[config.mk]
export PLATFORM = sky130hd
export DESIGN_NAME = spp_top
export DESIGN_NICKNAME = d
export VERILOG_FILES = /design/src/spp_top.v /design/src/spp_sync.v
export VERILOG_INCLUDE_DIRS = /design/src
export SDC_FILE = /design/constraint.sdc
export NUM_CORES = 1
export LEC_CHECK = 0
export BUFFER_PORTS_ARGS = -buffer_cell sky130_fd_sc_hd__buf_2
export CORE_ASPECT_RATIO = 0.7
export CORE_MARGIN = 3
export CORE_UTILIZATION = 52
export CTS_CLUSTER_SIZE = 14
export DETAILED_ROUTE_END_ITERATION = 12
export GPL_ROUTABILITY_DRIVEN = 0
export PLACE_DENSITY_LB_ADDON = 0.12
export SETUP_SLACK_MARGIN = 0.3
export SLEW_MARGIN = 0
export SYNTH_ARGS = -nofsm -noshare
export SYNTH_HDL_FRONTEND = slang
export SYNTH_SLANG_ARGS = --single-unit
[constraint.sdc]
create_clock -name core_clk -period 2.6 [get_ports core_clk]
set_clock_uncertainty 0.1 [all_clocks]
set_input_delay 0.13 -clock core_clk [delete_from_list [all_inputs] [get_ports core_clk]]
set_output_delay 0.13 -clock core_clk [all_outputs]
set_load 0.005 [all_outputs]
[src/spp_defines.vh]
// Register map, field positions, reset values and rate counts of the serial peripheral port.
`ifndef SPP_DEFINES_VH
`define SPP_DEFINES_VH

// ============================================================
// Register indices; the byte address is four times the index.
`define SPP_IDX_CTRL      30'h0000000A
`define SPP_IDX_STAT      30'h0000000B
`define SPP_IDX_DATA      30'h0000000C

// ============================================================
// Control register fields.
`define SPP_CTRL_IRQ_EN   7
`define SPP_CTRL_PORT_EN  6
`define SPP_CTRL_OD_SEL   5
`define SPP_CTRL_ROLE     4
`define SPP_CTRL_CLOCK_POLARITY     3
`define SPP_CTRL_CLOCK_PHASE     2
`define SPP_CTRL_RATE_HI  1
`define SPP_CTRL_RATE_LO  0
`define SPP_CTRL_RESET    8'h04

// ============================================================
// Status register fields; every other bit reads as zero.
`define SPP_STAT_DONE     7
`define SPP_STAT_WRITE_COLLISION_FLAG     6
`define SPP_STAT_FAULT    4

// ============================================================
// Half period of the master clock, in core clock cycles minus one.
`define SPP_HALF_DIV2     4'h0
`define SPP_HALF_DIV4     4'h1
`define SPP_HALF_DIV16    4'h7
`define SPP_HALF_DIV32    4'hF

// ============================================================
// Bus encodings.
`define SPP_HSIZE_WORD    3'h2
`define SPP_SYNC_WIDTH    4

`endif

[src/spp_top.v]
// Serial peripheral port: AHB-Lite register slave, master/slave byte shifter and pin drivers.
//
// Contract
// RULE1 - Enable bit switches port on at 1, off at 0; reset clears it.
// RULE2 - Open-drain bit set disables high drive on all port outputs together.
// RULE3 - Role bit 1 selects master, 0 slave; reset gives slave.
// RULE4 - Idle master clock sits at the polarity bit level.
// RULE5 - Phase 0: select falling starts transaction; first clock edge samples data.
// RULE6 - Phase 1: select acts only as slave output enable, no restart.
// RULE7 - Master rate bits divide clock by 2, 4, 16, 32; slave ignores them.
// RULE8 - Byte end sets done flag; interrupt when done set and enabled.
// RULE9 - Done flag clears by status read seeing it, then data access.
// RULE10 - After first transfer, data writes ignored until status read sees done.
// RULE11 - Data write during a transfer sets the write collision flag.
// RULE12 - Collision window: phase 0 select low span; phase 1 first clock to done.
// RULE13 - Collision flag clears by status read seeing it, then data access.
// RULE14 - Fault flag sets when master sees select low; interrupts if enabled.
// RULE15 - Fault setting clears enable and role bits.
// RULE16 - Fault flag clears by status read seeing it, then control write.
// RULE17 - Status bits 5 and 3 to 0 read as zero.
// RULE18 - Only a data write starts a transfer, and only as master.
// RULE19 - Done flag sets at byte end in master and slave alike.
// RULE20 - Reads return receive buffer; byte arriving before done cleared is dropped.
// RULE21 - Data write loads the shift register directly, no transmit buffer.
// RULE22 - Data shifts most significant bit first on both lines.
// RULE23 - Master gives exactly eight clock pulses, then returns clock to idle.
// RULE24 - Unselected slave leaves its master-in line undriven.
// RULE25 - External master holds select low per transaction; phase 0 raises it between bytes.
`timescale 1ns/1ps
`default_nettype none
`include "spp_defines.vh"

module spp_top (
    // Clock and reset
    input  wire        core_clk,
    input  wire        reset,
    // AHB-Lite slave
    input  wire        hsel,
    input  wire [31:0] haddr,
    input  wire [1:0]  htrans,
    input  wire        hwrite,
    input  wire [2:0]  hsize,
    input  wire [31:0] hwdata,
    input  wire        hready,
    output reg         hreadyout,
    output reg  [31:0] hrdata,
    output reg         hresp,
    // Serial clock pin
    input  wire        sck_in,
    output reg         sck_out,
    output reg         sck_oe,
    // Master-out slave-in pin
    input  wire        mosi_in,
    output reg         mosi_out,
    output reg         mosi_oe,
    // Master-in slave-out pin
    input  wire        miso_in,
    output reg         miso_out,
    output reg         miso_oe,
    // Slave select input, active low
    input  wire        slave_select_n_in,
    // Interrupt request
    output reg         serial_irq
);

    // ============================================================
    // Pin synchronisers
    wire [3:0] pins_sync;
    wire       sck_s;
    wire       mosi_s;
    wire       miso_s;
    wire       ss_n_s;

    spp_sync u_sync (
        .core_clk (core_clk),
        .reset    (reset),
        .async_in ({slave_select_n_in, miso_in, mosi_in, sck_in}),
        .sync_out (pins_sync)
    );

    assign sck_s  = pins_sync[0];
    assign mosi_s = pins_sync[1];
    assign miso_s = pins_sync[2];
    assign ss_n_s = pins_sync[3];

    // ============================================================
    // Control, status and data state
    reg        irq_enable;
    reg        port_enable;
    reg        open_drain_select;
    reg        role_select;
    reg        clock_polarity;
    reg        clock_phase;
    reg [1:0]  rate_select;
    reg        transfer_done_flag;
    reg        write_collision_flag;
    reg        role_fault_flag;
    reg        done_armed;
    reg        write_collision_flag_armed;
    reg        fault_armed;
    reg        write_lock;
    reg [7:0]  receive_buffer;

    // Shift engine state
    reg [7:0]  shift_reg;
    reg        out_bit;
    reg        sample_bit;
    reg [2:0]  bit_count;
    reg        master_busy;
    reg        slave_active;
    reg        slave_hold;
    reg [3:0]  half_count;
    reg        sck_phase;
    reg        sck_level_prev;
    reg        ss_n_prev;

    // Bus data phase
    reg        acc_pend;
    reg        acc_write;
    reg [29:0] acc_idx;

    // ============================================================
    // Bus decode
    wire addr_ok = hsel & hready & htrans[1] & (hsize == `SPP_HSIZE_WORD) &
                   (haddr[1:0] == 2'h0);
    wire wr_ctrl  = acc_pend & acc_write & (acc_idx == `SPP_IDX_CTRL);
    wire rd_stat  = acc_pend & ~acc_write & (acc_idx == `SPP_IDX_STAT);
    wire acc_data = acc_pend & (acc_idx == `SPP_IDX_DATA);
    wire wr_data  = acc_data & acc_write;

    wire [7:0] ctrl_val = {irq_enable, port_enable, open_drain_select, role_select,
                           clock_polarity, clock_phase, rate_select};
    wire [7:0] stat_val = {transfer_done_flag, write_collision_flag, 1'b0,
                           role_fault_flag, 4'h0}; // [RULE17]
    reg  [7:0] rd_val;

    always @* begin
        rd_val = 8'h00;
        if (acc_idx == `SPP_IDX_CTRL) begin
            rd_val = ctrl_val;
        end else if (acc_idx == `SPP_IDX_STAT) begin
            rd_val = stat_val;
        end else if (acc_idx == `SPP_IDX_DATA) begin
            rd_val = receive_buffer; // [RULE20]
        end
    end

    // ============================================================
    // AHB-Lite slave: one wait state so read data comes from a flop.
    always @(posedge core_clk) begin
        if (reset) begin
            acc_pend  <= 1'b0;
            acc_write <= 1'b0;
            acc_idx   <= 30'h00000000;
            hreadyout <= 1'b1;
            hrdata    <= 32'h00000000;
            hresp     <= 1'b0;
        end else begin
            if (acc_pend) begin
                acc_pend  <= 1'b0;
                hreadyout <= 1'b1;
                hrdata    <= acc_write ? 32'h00000000 : {24'h000000, rd_val};
            end else if (addr_ok) begin
                acc_pend  <= 1'b1;
                hreadyout <= 1'b0;
                acc_write <= hwrite;
                acc_idx   <= haddr[31:2];
            end
        end
    end

    // ============================================================
    // Edge events of the shift clock
    reg [3:0] half_limit;

    always @* begin
        case (rate_select) // [RULE7]
            2'h0:    half_limit = `SPP_HALF_DIV2;
            2'h1:    half_limit = `SPP_HALF_DIV4;
            2'h2:    half_limit = `SPP_HALF_DIV16;
            default: half_limit = `SPP_HALF_DIV32;
        endcase
    end

    wire is_master  = port_enable & role_select;
    wire is_slave   = port_enable & ~role_select;
    wire m_tick     = master_busy & (half_count == half_limit);
    wire sck_level  = sck_s ^ clock_polarity;
    wire selected   = ~ss_n_s;
    wire ss_fall    = ss_n_prev & ~ss_n_s;
    wire ss_rise    = ~ss_n_prev & ss_n_s;
    // Phase 0 only counts edges inside a select window that has not finished its byte.
    wire s_window   = is_slave & selected & (clock_phase | (slave_active & ~slave_hold));
    wire s_lead     = s_window & sck_level & ~sck_level_prev;
    wire s_trail    = s_window & ~sck_level & sck_level_prev;
    wire lead       = (m_tick & ~sck_phase) | s_lead;
    wire trail      = (m_tick & sck_phase) | s_trail;
    wire data_in    = role_select ? miso_s : mosi_s;
    wire done       = trail & (bit_count == 3'h7);
    wire [7:0] shift_next = {shift_reg[6:0], clock_phase ? data_in : sample_bit}; // [RULE22]
    wire busy       = master_busy | slave_active & (clock_phase | ~slave_hold) |
                      slave_active & ~clock_phase; // [RULE12]
    wire fault_hit  = is_master & ~ss_n_s; // [RULE14]
    wire done_clear = acc_data & done_armed; // [RULE9]

    // ============================================================
    // Registers, flags and shift engine
    always @(posedge core_clk) begin
        if (reset) begin
            {irq_enable, port_enable, open_drain_select, role_select,
             clock_polarity, clock_phase, rate_select} <= `SPP_CTRL_RESET; // [RULE1] [RULE3]
            transfer_done_flag   <= 1'b0;
            write_collision_flag <= 1'b0;
            role_fault_flag      <= 1'b0;
            done_armed           <= 1'b0;
            write_collision_flag_armed           <= 1'b0;
            fault_armed          <= 1'b0;
            write_lock           <= 1'b0;
            receive_buffer       <= 8'h00;
            shift_reg            <= 8'h00;
            out_bit              <= 1'b0;
            sample_bit           <= 1'b0;
            bit_count            <= 3'h0;
            master_busy          <= 1'b0;
            slave_active         <= 1'b0;
            slave_hold           <= 1'b0;
            half_count           <= 4'h0;
            sck_phase            <= 1'b0;
            sck_level_prev       <= 1'b0;
            ss_n_prev            <= 1'b1;
        end else begin
            sck_level_prev <= sck_level;
            ss_n_prev      <= ss_n_s;

            // Status reads arm the clearing sequences.
            if (rd_stat & transfer_done_flag) begin
                done_armed <= 1'b1;
                write_lock <= 1'b0; // [RULE10]
            end
            if (rd_stat & write_collision_flag) begin
                write_collision_flag_armed <= 1'b1;
            end
            if (rd_stat & role_fault_flag) begin
                fault_armed <= 1'b1;
            end

            // Clearing accesses; any later set in this cycle overrides them.
            if (acc_data) begin
                done_armed <= 1'b0;
                write_collision_flag_armed <= 1'b0;
                if (done_armed) begin
                    transfer_done_flag <= 1'b0; // [RULE9]
                end
                if (write_collision_flag_armed) begin
                    write_collision_flag <= 1'b0; // [RULE13]
                end
            end

            if (wr_ctrl) begin
                irq_enable        <= hwdata[`SPP_CTRL_IRQ_EN];
                port_enable       <= hwdata[`SPP_CTRL_PORT_EN]; // [RULE1]
                open_drain_select <= hwdata[`SPP_CTRL_OD_SEL];
                role_select       <= hwdata[`SPP_CTRL_ROLE]; // [RULE3]
                clock_polarity    <= hwdata[`SPP_CTRL_CLOCK_POLARITY];
                clock_phase       <= hwdata[`SPP_CTRL_CLOCK_PHASE];
                rate_select       <= {hwdata[`SPP_CTRL_RATE_HI], hwdata[`SPP_CTRL_RATE_LO]};
                fault_armed       <= 1'b0;
                if (fault_armed) begin
                    role_fault_flag <= 1'b0; // [RULE16]
                end
            end

            // Data register writes.
            if (wr_data) begin
                if (busy) begin
                    write_collision_flag <= 1'b1; // [RULE11]
                end else if (!write_lock) begin
                    shift_reg <= hwdata[7:0]; // [RULE21]
                    if (!clock_phase) begin
                        out_bit <= hwdata[7];
                    end
                    bit_count <= 3'h0;
                    if (is_master) begin
                        master_busy <= 1'b1; // [RULE18]
                        half_count  <= 4'h0;
                        sck_phase   <= 1'b0;
                    end
                end
            end

            // Master clock generator.
            if (master_busy) begin
                if (m_tick) begin
                    half_count <= 4'h0;
                    sck_phase  <= ~sck_phase;
                end else begin
                    half_count <= half_count + 4'h1;
                end
            end

            // Slave select framing.
            if (is_slave) begin
                if (!clock_phase && ss_fall) begin
                    slave_active <= 1'b1; // [RULE5] [RULE12]
                    slave_hold   <= 1'b0;
                    bit_count    <= 3'h0;
                    out_bit      <= shift_reg[7];
                end else if (!clock_phase && ss_rise) begin
                    slave_active <= 1'b0;
                    slave_hold   <= 1'b0;
                end
                if (clock_phase && s_lead) begin
                    slave_active <= 1'b1; // [RULE6] [RULE12]
                end
            end

            // Shift edges: phase 0 samples on the leading edge, phase 1 on the trailing.
            if (lead) begin
                if (clock_phase) begin
                    out_bit <= shift_reg[7];
                end else begin
                    sample_bit <= data_in; // [RULE5]
                end
            end
            if (trail) begin
                shift_reg <= shift_next;
                bit_count <= bit_count + 3'h1;
                if (!clock_phase) begin
                    out_bit <= shift_reg[6];
                end
            end
            if (done) begin
                write_lock  <= 1'b1; // [RULE10]
                master_busy <= 1'b0; // [RULE23]
                sck_phase   <= 1'b0;
                if (clock_phase) begin
                    slave_active <= 1'b0;
                end else begin
                    slave_hold <= 1'b1;
                end
                transfer_done_flag <= 1'b1; // [RULE8] [RULE19]
                // A byte finishing while the old flag still stands is lost.
                if (!transfer_done_flag || done_clear) begin
                    receive_buffer <= shift_next; // [RULE20]
                end
            end

            // Mode fault drops the port back to disabled slave.
            if (fault_hit) begin
                role_fault_flag <= 1'b1; // [RULE14]
                port_enable     <= 1'b0; // [RULE15]
                role_select     <= 1'b0; // [RULE15]
            end

            // A disabled port abandons any partial byte.
            if (!port_enable || fault_hit) begin
                master_busy  <= 1'b0;
                slave_active <= 1'b0;
                slave_hold   <= 1'b0;
                sck_phase    <= 1'b0;
                half_count   <= 4'h0;
            end
        end
    end

    // ============================================================
    // Pin drivers, registered so every output leaves a flop.
    // Open-drain mode only enables the driver while pulling low.
    wire sck_val  = clock_polarity ^ sck_phase; // [RULE4] [RULE23]
    wire m_drive  = is_master;
    wire s_drive  = is_slave & selected; // [RULE24] [RULE6]

    always @(posedge core_clk) begin
        if (reset) begin
            sck_out    <= 1'b0;
            sck_oe     <= 1'b0;
            mosi_out   <= 1'b0;
            mosi_oe    <= 1'b0;
            miso_out   <= 1'b0;
            miso_oe    <= 1'b0;
            serial_irq <= 1'b0;
        end else begin
            sck_out    <= sck_val;
            sck_oe     <= m_drive & (~open_drain_select | ~sck_val); // [RULE2]
            mosi_out   <= out_bit;
            mosi_oe    <= m_drive & (~open_drain_select | ~out_bit); // [RULE2]
            miso_out   <= out_bit;
            miso_oe    <= s_drive & (~open_drain_select | ~out_bit); // [RULE2] [RULE24]
            serial_irq <= irq_enable & (transfer_done_flag | role_fault_flag); // [RULE8] [RULE14]
        end
    end

endmodule

`default_nettype wire

[src/spp_sync.v]
// Two-flop synchronisers for the serial pin inputs.
`timescale 1ns/1ps
`default_nettype none

module spp_sync (
    // Clock and reset
    input  wire       core_clk,
    input  wire       reset,
    // Asynchronous inputs and their synchronised copies
    input  wire [3:0] async_in,
    output wire [3:0] sync_out
);

    reg [3:0] stage1;
    reg [3:0] stage2;

    genvar i;
    generate
        for (i = 0; i < 4; i = i + 1) begin : g_bit
            // Idle level high so that a released select reads as unselected.
            always @(posedge core_clk) begin
                if (reset) begin
                    stage1[i] <= 1'b1;
                    stage2[i] <= 1'b1;
                end else begin
                    stage1[i] <= async_in[i];
                    stage2[i] <= stage1[i];
                end
            end
        end
    endgenerate

    assign sync_out = stage2;

endmodule

`default_nettype wire

==> metrics.txt <==
status finished clean; Worst Hold Depth 3; Peak VDD IR 0.399 mV; CP Launch Type flop; fin crit share 0.852; max reg flops 30; Fin. Hold Viols 0; Post-synth EDFFs 0; RSZ-0062 raised after global routing true; crit-path max cell delay 0.50 ns; DIE HEIGHT 83.3 um; overall routing resource usage 0.238; Slew Viols, Final 0; largest net degree at the start of global routing 36; syn avg cell area 8.65 sq um; ant diodes 0; routed len/inst 15.6 um; full die area 9690 sq um; gr ovfl total 0; most numerous cell in the Yosys netlist dfxtp_1; internal power 2.35 mW; sw power 0.669 mW; Pleak 2.18 nW; Crit Path Max Fanout 9; TritonRoute pass-1 iters 5; core region area 8070 sq um; Biggest register acc_idx; total number of vias 4001; clock root buffer clkbuf_16; Post-synth top cells dfxtp_1, nand2_1, a21oi_1; vias in the first global route 3689; Max-cap violations 0; first-pass GRT wire length 18400 um; reg-to-reg slack, setup 0.38 ns; drc violations 0; worst r2r dst rate_select[0]$_SDFFE_PP0P_; clk buf depth 2; dpl ws 0.299 ns; WP data required 2.71 ns; crit-path cells nor4_4 > buf_4 > nand4_1 > or3_1 > nor2_8 > mux2i_1 > nor2_1; HP Start hwdata[4]; cell count after synthesis 513; clk_lat worst skew 0.34 ns; WS Path Type flop to flop; Critical path buffers and inverters 1; TNS Setup 0 ns; CTS tree done; row count 27; worst reg2reg startpoint acc_idx[15]$_SDFFE_PP0P_; Endpoint, Worst Hold role_select$_SDFFE_PP0P_; Syn. warnings 0; initial antenna violation count 0; Worst path slowest cell or3_1; Sinks on Clock Net 101; Starting Density 0.550; Starting DRT DRC Count 274; PortBufs 68; post-route setup slack 0.384 ns; Comb pwr share 0.050; Yosys cell types 49; Final Setup Violations 0; Min-Delay Path Class input port to flop; relative slew slack 0.286; Async SR Flop Fraction 0; Tmin final 2.22 ns; Tightest Pin Transition 1.07 ns; part of the power in registers 0.517; Synth top area share 0.456; Worst path top cell family by delay simple AND/OR/NAND/NOR gates; Seq/Total Area, Yosys 0.456; Yosys reg bits 101; crit end category flop; synthesized area 4440 sq um; Critical Path Start acc_idx[15]$_SDFFE_PP0P_; Synth Flop Type dfxtp_1; CTS buffer count 9; DP HPWL 8080 um; largest area contributor in the netlist dfxtp_1; Final ANT Viol Nets 0; die width 116 um; H-tree depth 3; Vias per Instance 5.45; Clk pin slew, worst setup/hold paths 0.07 ns; critical path arrival 2.33 ns; top cells by area in the synthesized netlist dfxtp_1, nand2_1, mux2i_1, a21oi_1, buf_4; f_max 451 MHz; clock group share of total power 0.433; I/O Pins 119; fin nets 709; Total Wirelength 11400 um; share of cells above drive strength 1 0.212; Sw Share 0.222; Area growth syn-to-layout 26.9%; R2R depth 7; pwr dens 536 nW/um^2
[placed cells by master, fill, tap and decap left out, types with 11 or more instances in the layout]
cell,instances
mux2i_1,27
o21ai_0,14
conb_1,25
dfxtp_1,101
nor2_1,42
nor3_1,12
a21oi_1,51
buf_2,68
dlygate4sd3_1,42
buf_4,21
a211oi_1,11
nand2_1,87
[worst min-delay path, delay by kind of cell]
kind | cells | cell delay, ns
buffers and inverters | 1 | 0.10
multiplexers | 1 | 0.07
AND/OR/NAND/NOR | 1 | 0.12
[worst max-delay path by stage]
| stage | endpoint | slack, ns | depth (start not counted) |
|---|---|---|---|
| floorplan | receive_buffer[7]$_SDFFE_PP0P_ | 0.50 | 6 |
| global placement | receive_buffer[2]$_SDFFE_PP0P_ | 0.34 | 7 |
| CTS | transfer_done_flag$_SDFFE_PP0P_ | 0.30 | 6 |
| detailed placement | transfer_done_flag$_SDFFE_PP0P_ | 0.30 | 6 |
| finish | rate_select[0]$_SDFFE_PP0P_ | 0.38 | 7 |
| global route | sck_phase$_SDFF_PP0_ | 0.22 | 6 |
[per-stage QoR]
stage | cells | cell area, sq um | util | total power [mW] | hold slack, ns
final | 734 | 5630 | 0.697 | 3.02 | 0.0317
after detailed placement | 670 | 4840 | 0.599 | 1.69 | 0.216
after CTS | 730 | 5570 | 0.690 | 3.03 | 0.0256
after floorplan | 537 | 4530 | - | 1.67 | 0.134
after global routing | 734 | 5630 | 0.697 | 3.11 | 0.0667
after global placement | 670 | 4840 | 0.599 | 1.69 | 0.212
[power by group through the flow]
stage / logic [mW] / registers (mW) / clock network [mW]
final: 0.151 / 1.56 / 1.31
after global routing: 0.166 / 1.56 / 1.39
after CTS: 0.146 / 1.56 / 1.32
after detailed placement: 0.0981 / 1.59 / 0
after global placement: 0.0951 / 1.59 / 0
after floorplan: 0.0720 / 1.59 / 0
[cell type report]
type                       count  area, sq um
multi-input combinational    376         2210
clock inverter                 5         42.5
fill                         671         2440
tap                          101          126
timing repair buffer         133          950
sequential                   101         2020
clock buffer                  11          253
inverter                       7         26.3
[timing repair]
item / in CTS / in global routing
pin swaps: 1 / 4
hold endpoints to repair: 42 / 0
gates resized for setup: 0 / 6
endpoints found under the setup margin: 2 / 35
buffers inserted: 2 / 4
hold buffers: 42 / 0
[layer usage]
metal	share of wire	vias to the layer above	global-route usage
met5	0	-	0
met2	0.44	148	0.349
li1	-	1967	-
met3	0.064	16	0.0495
met1	0.49	1870	0.352
met4	0.013	0	0.0664
[cell families after synthesis]
family / count (synthesis) / share of synthesized area
other: 1 / 0.000845
flip-flops: 101 / 0.456
multiplexers: 27 / 0.0609
buffers and inverters: 60 / 0.0736
XOR/XNOR: 5 / 0.00987
AO/OA/AOI/OAI: 107 / 0.149
AND/OR/NAND/NOR: 209 / 0.241
adder cells (fa/ha/maj): 3 / 0.00846
(Power assumes the default switching activity.)
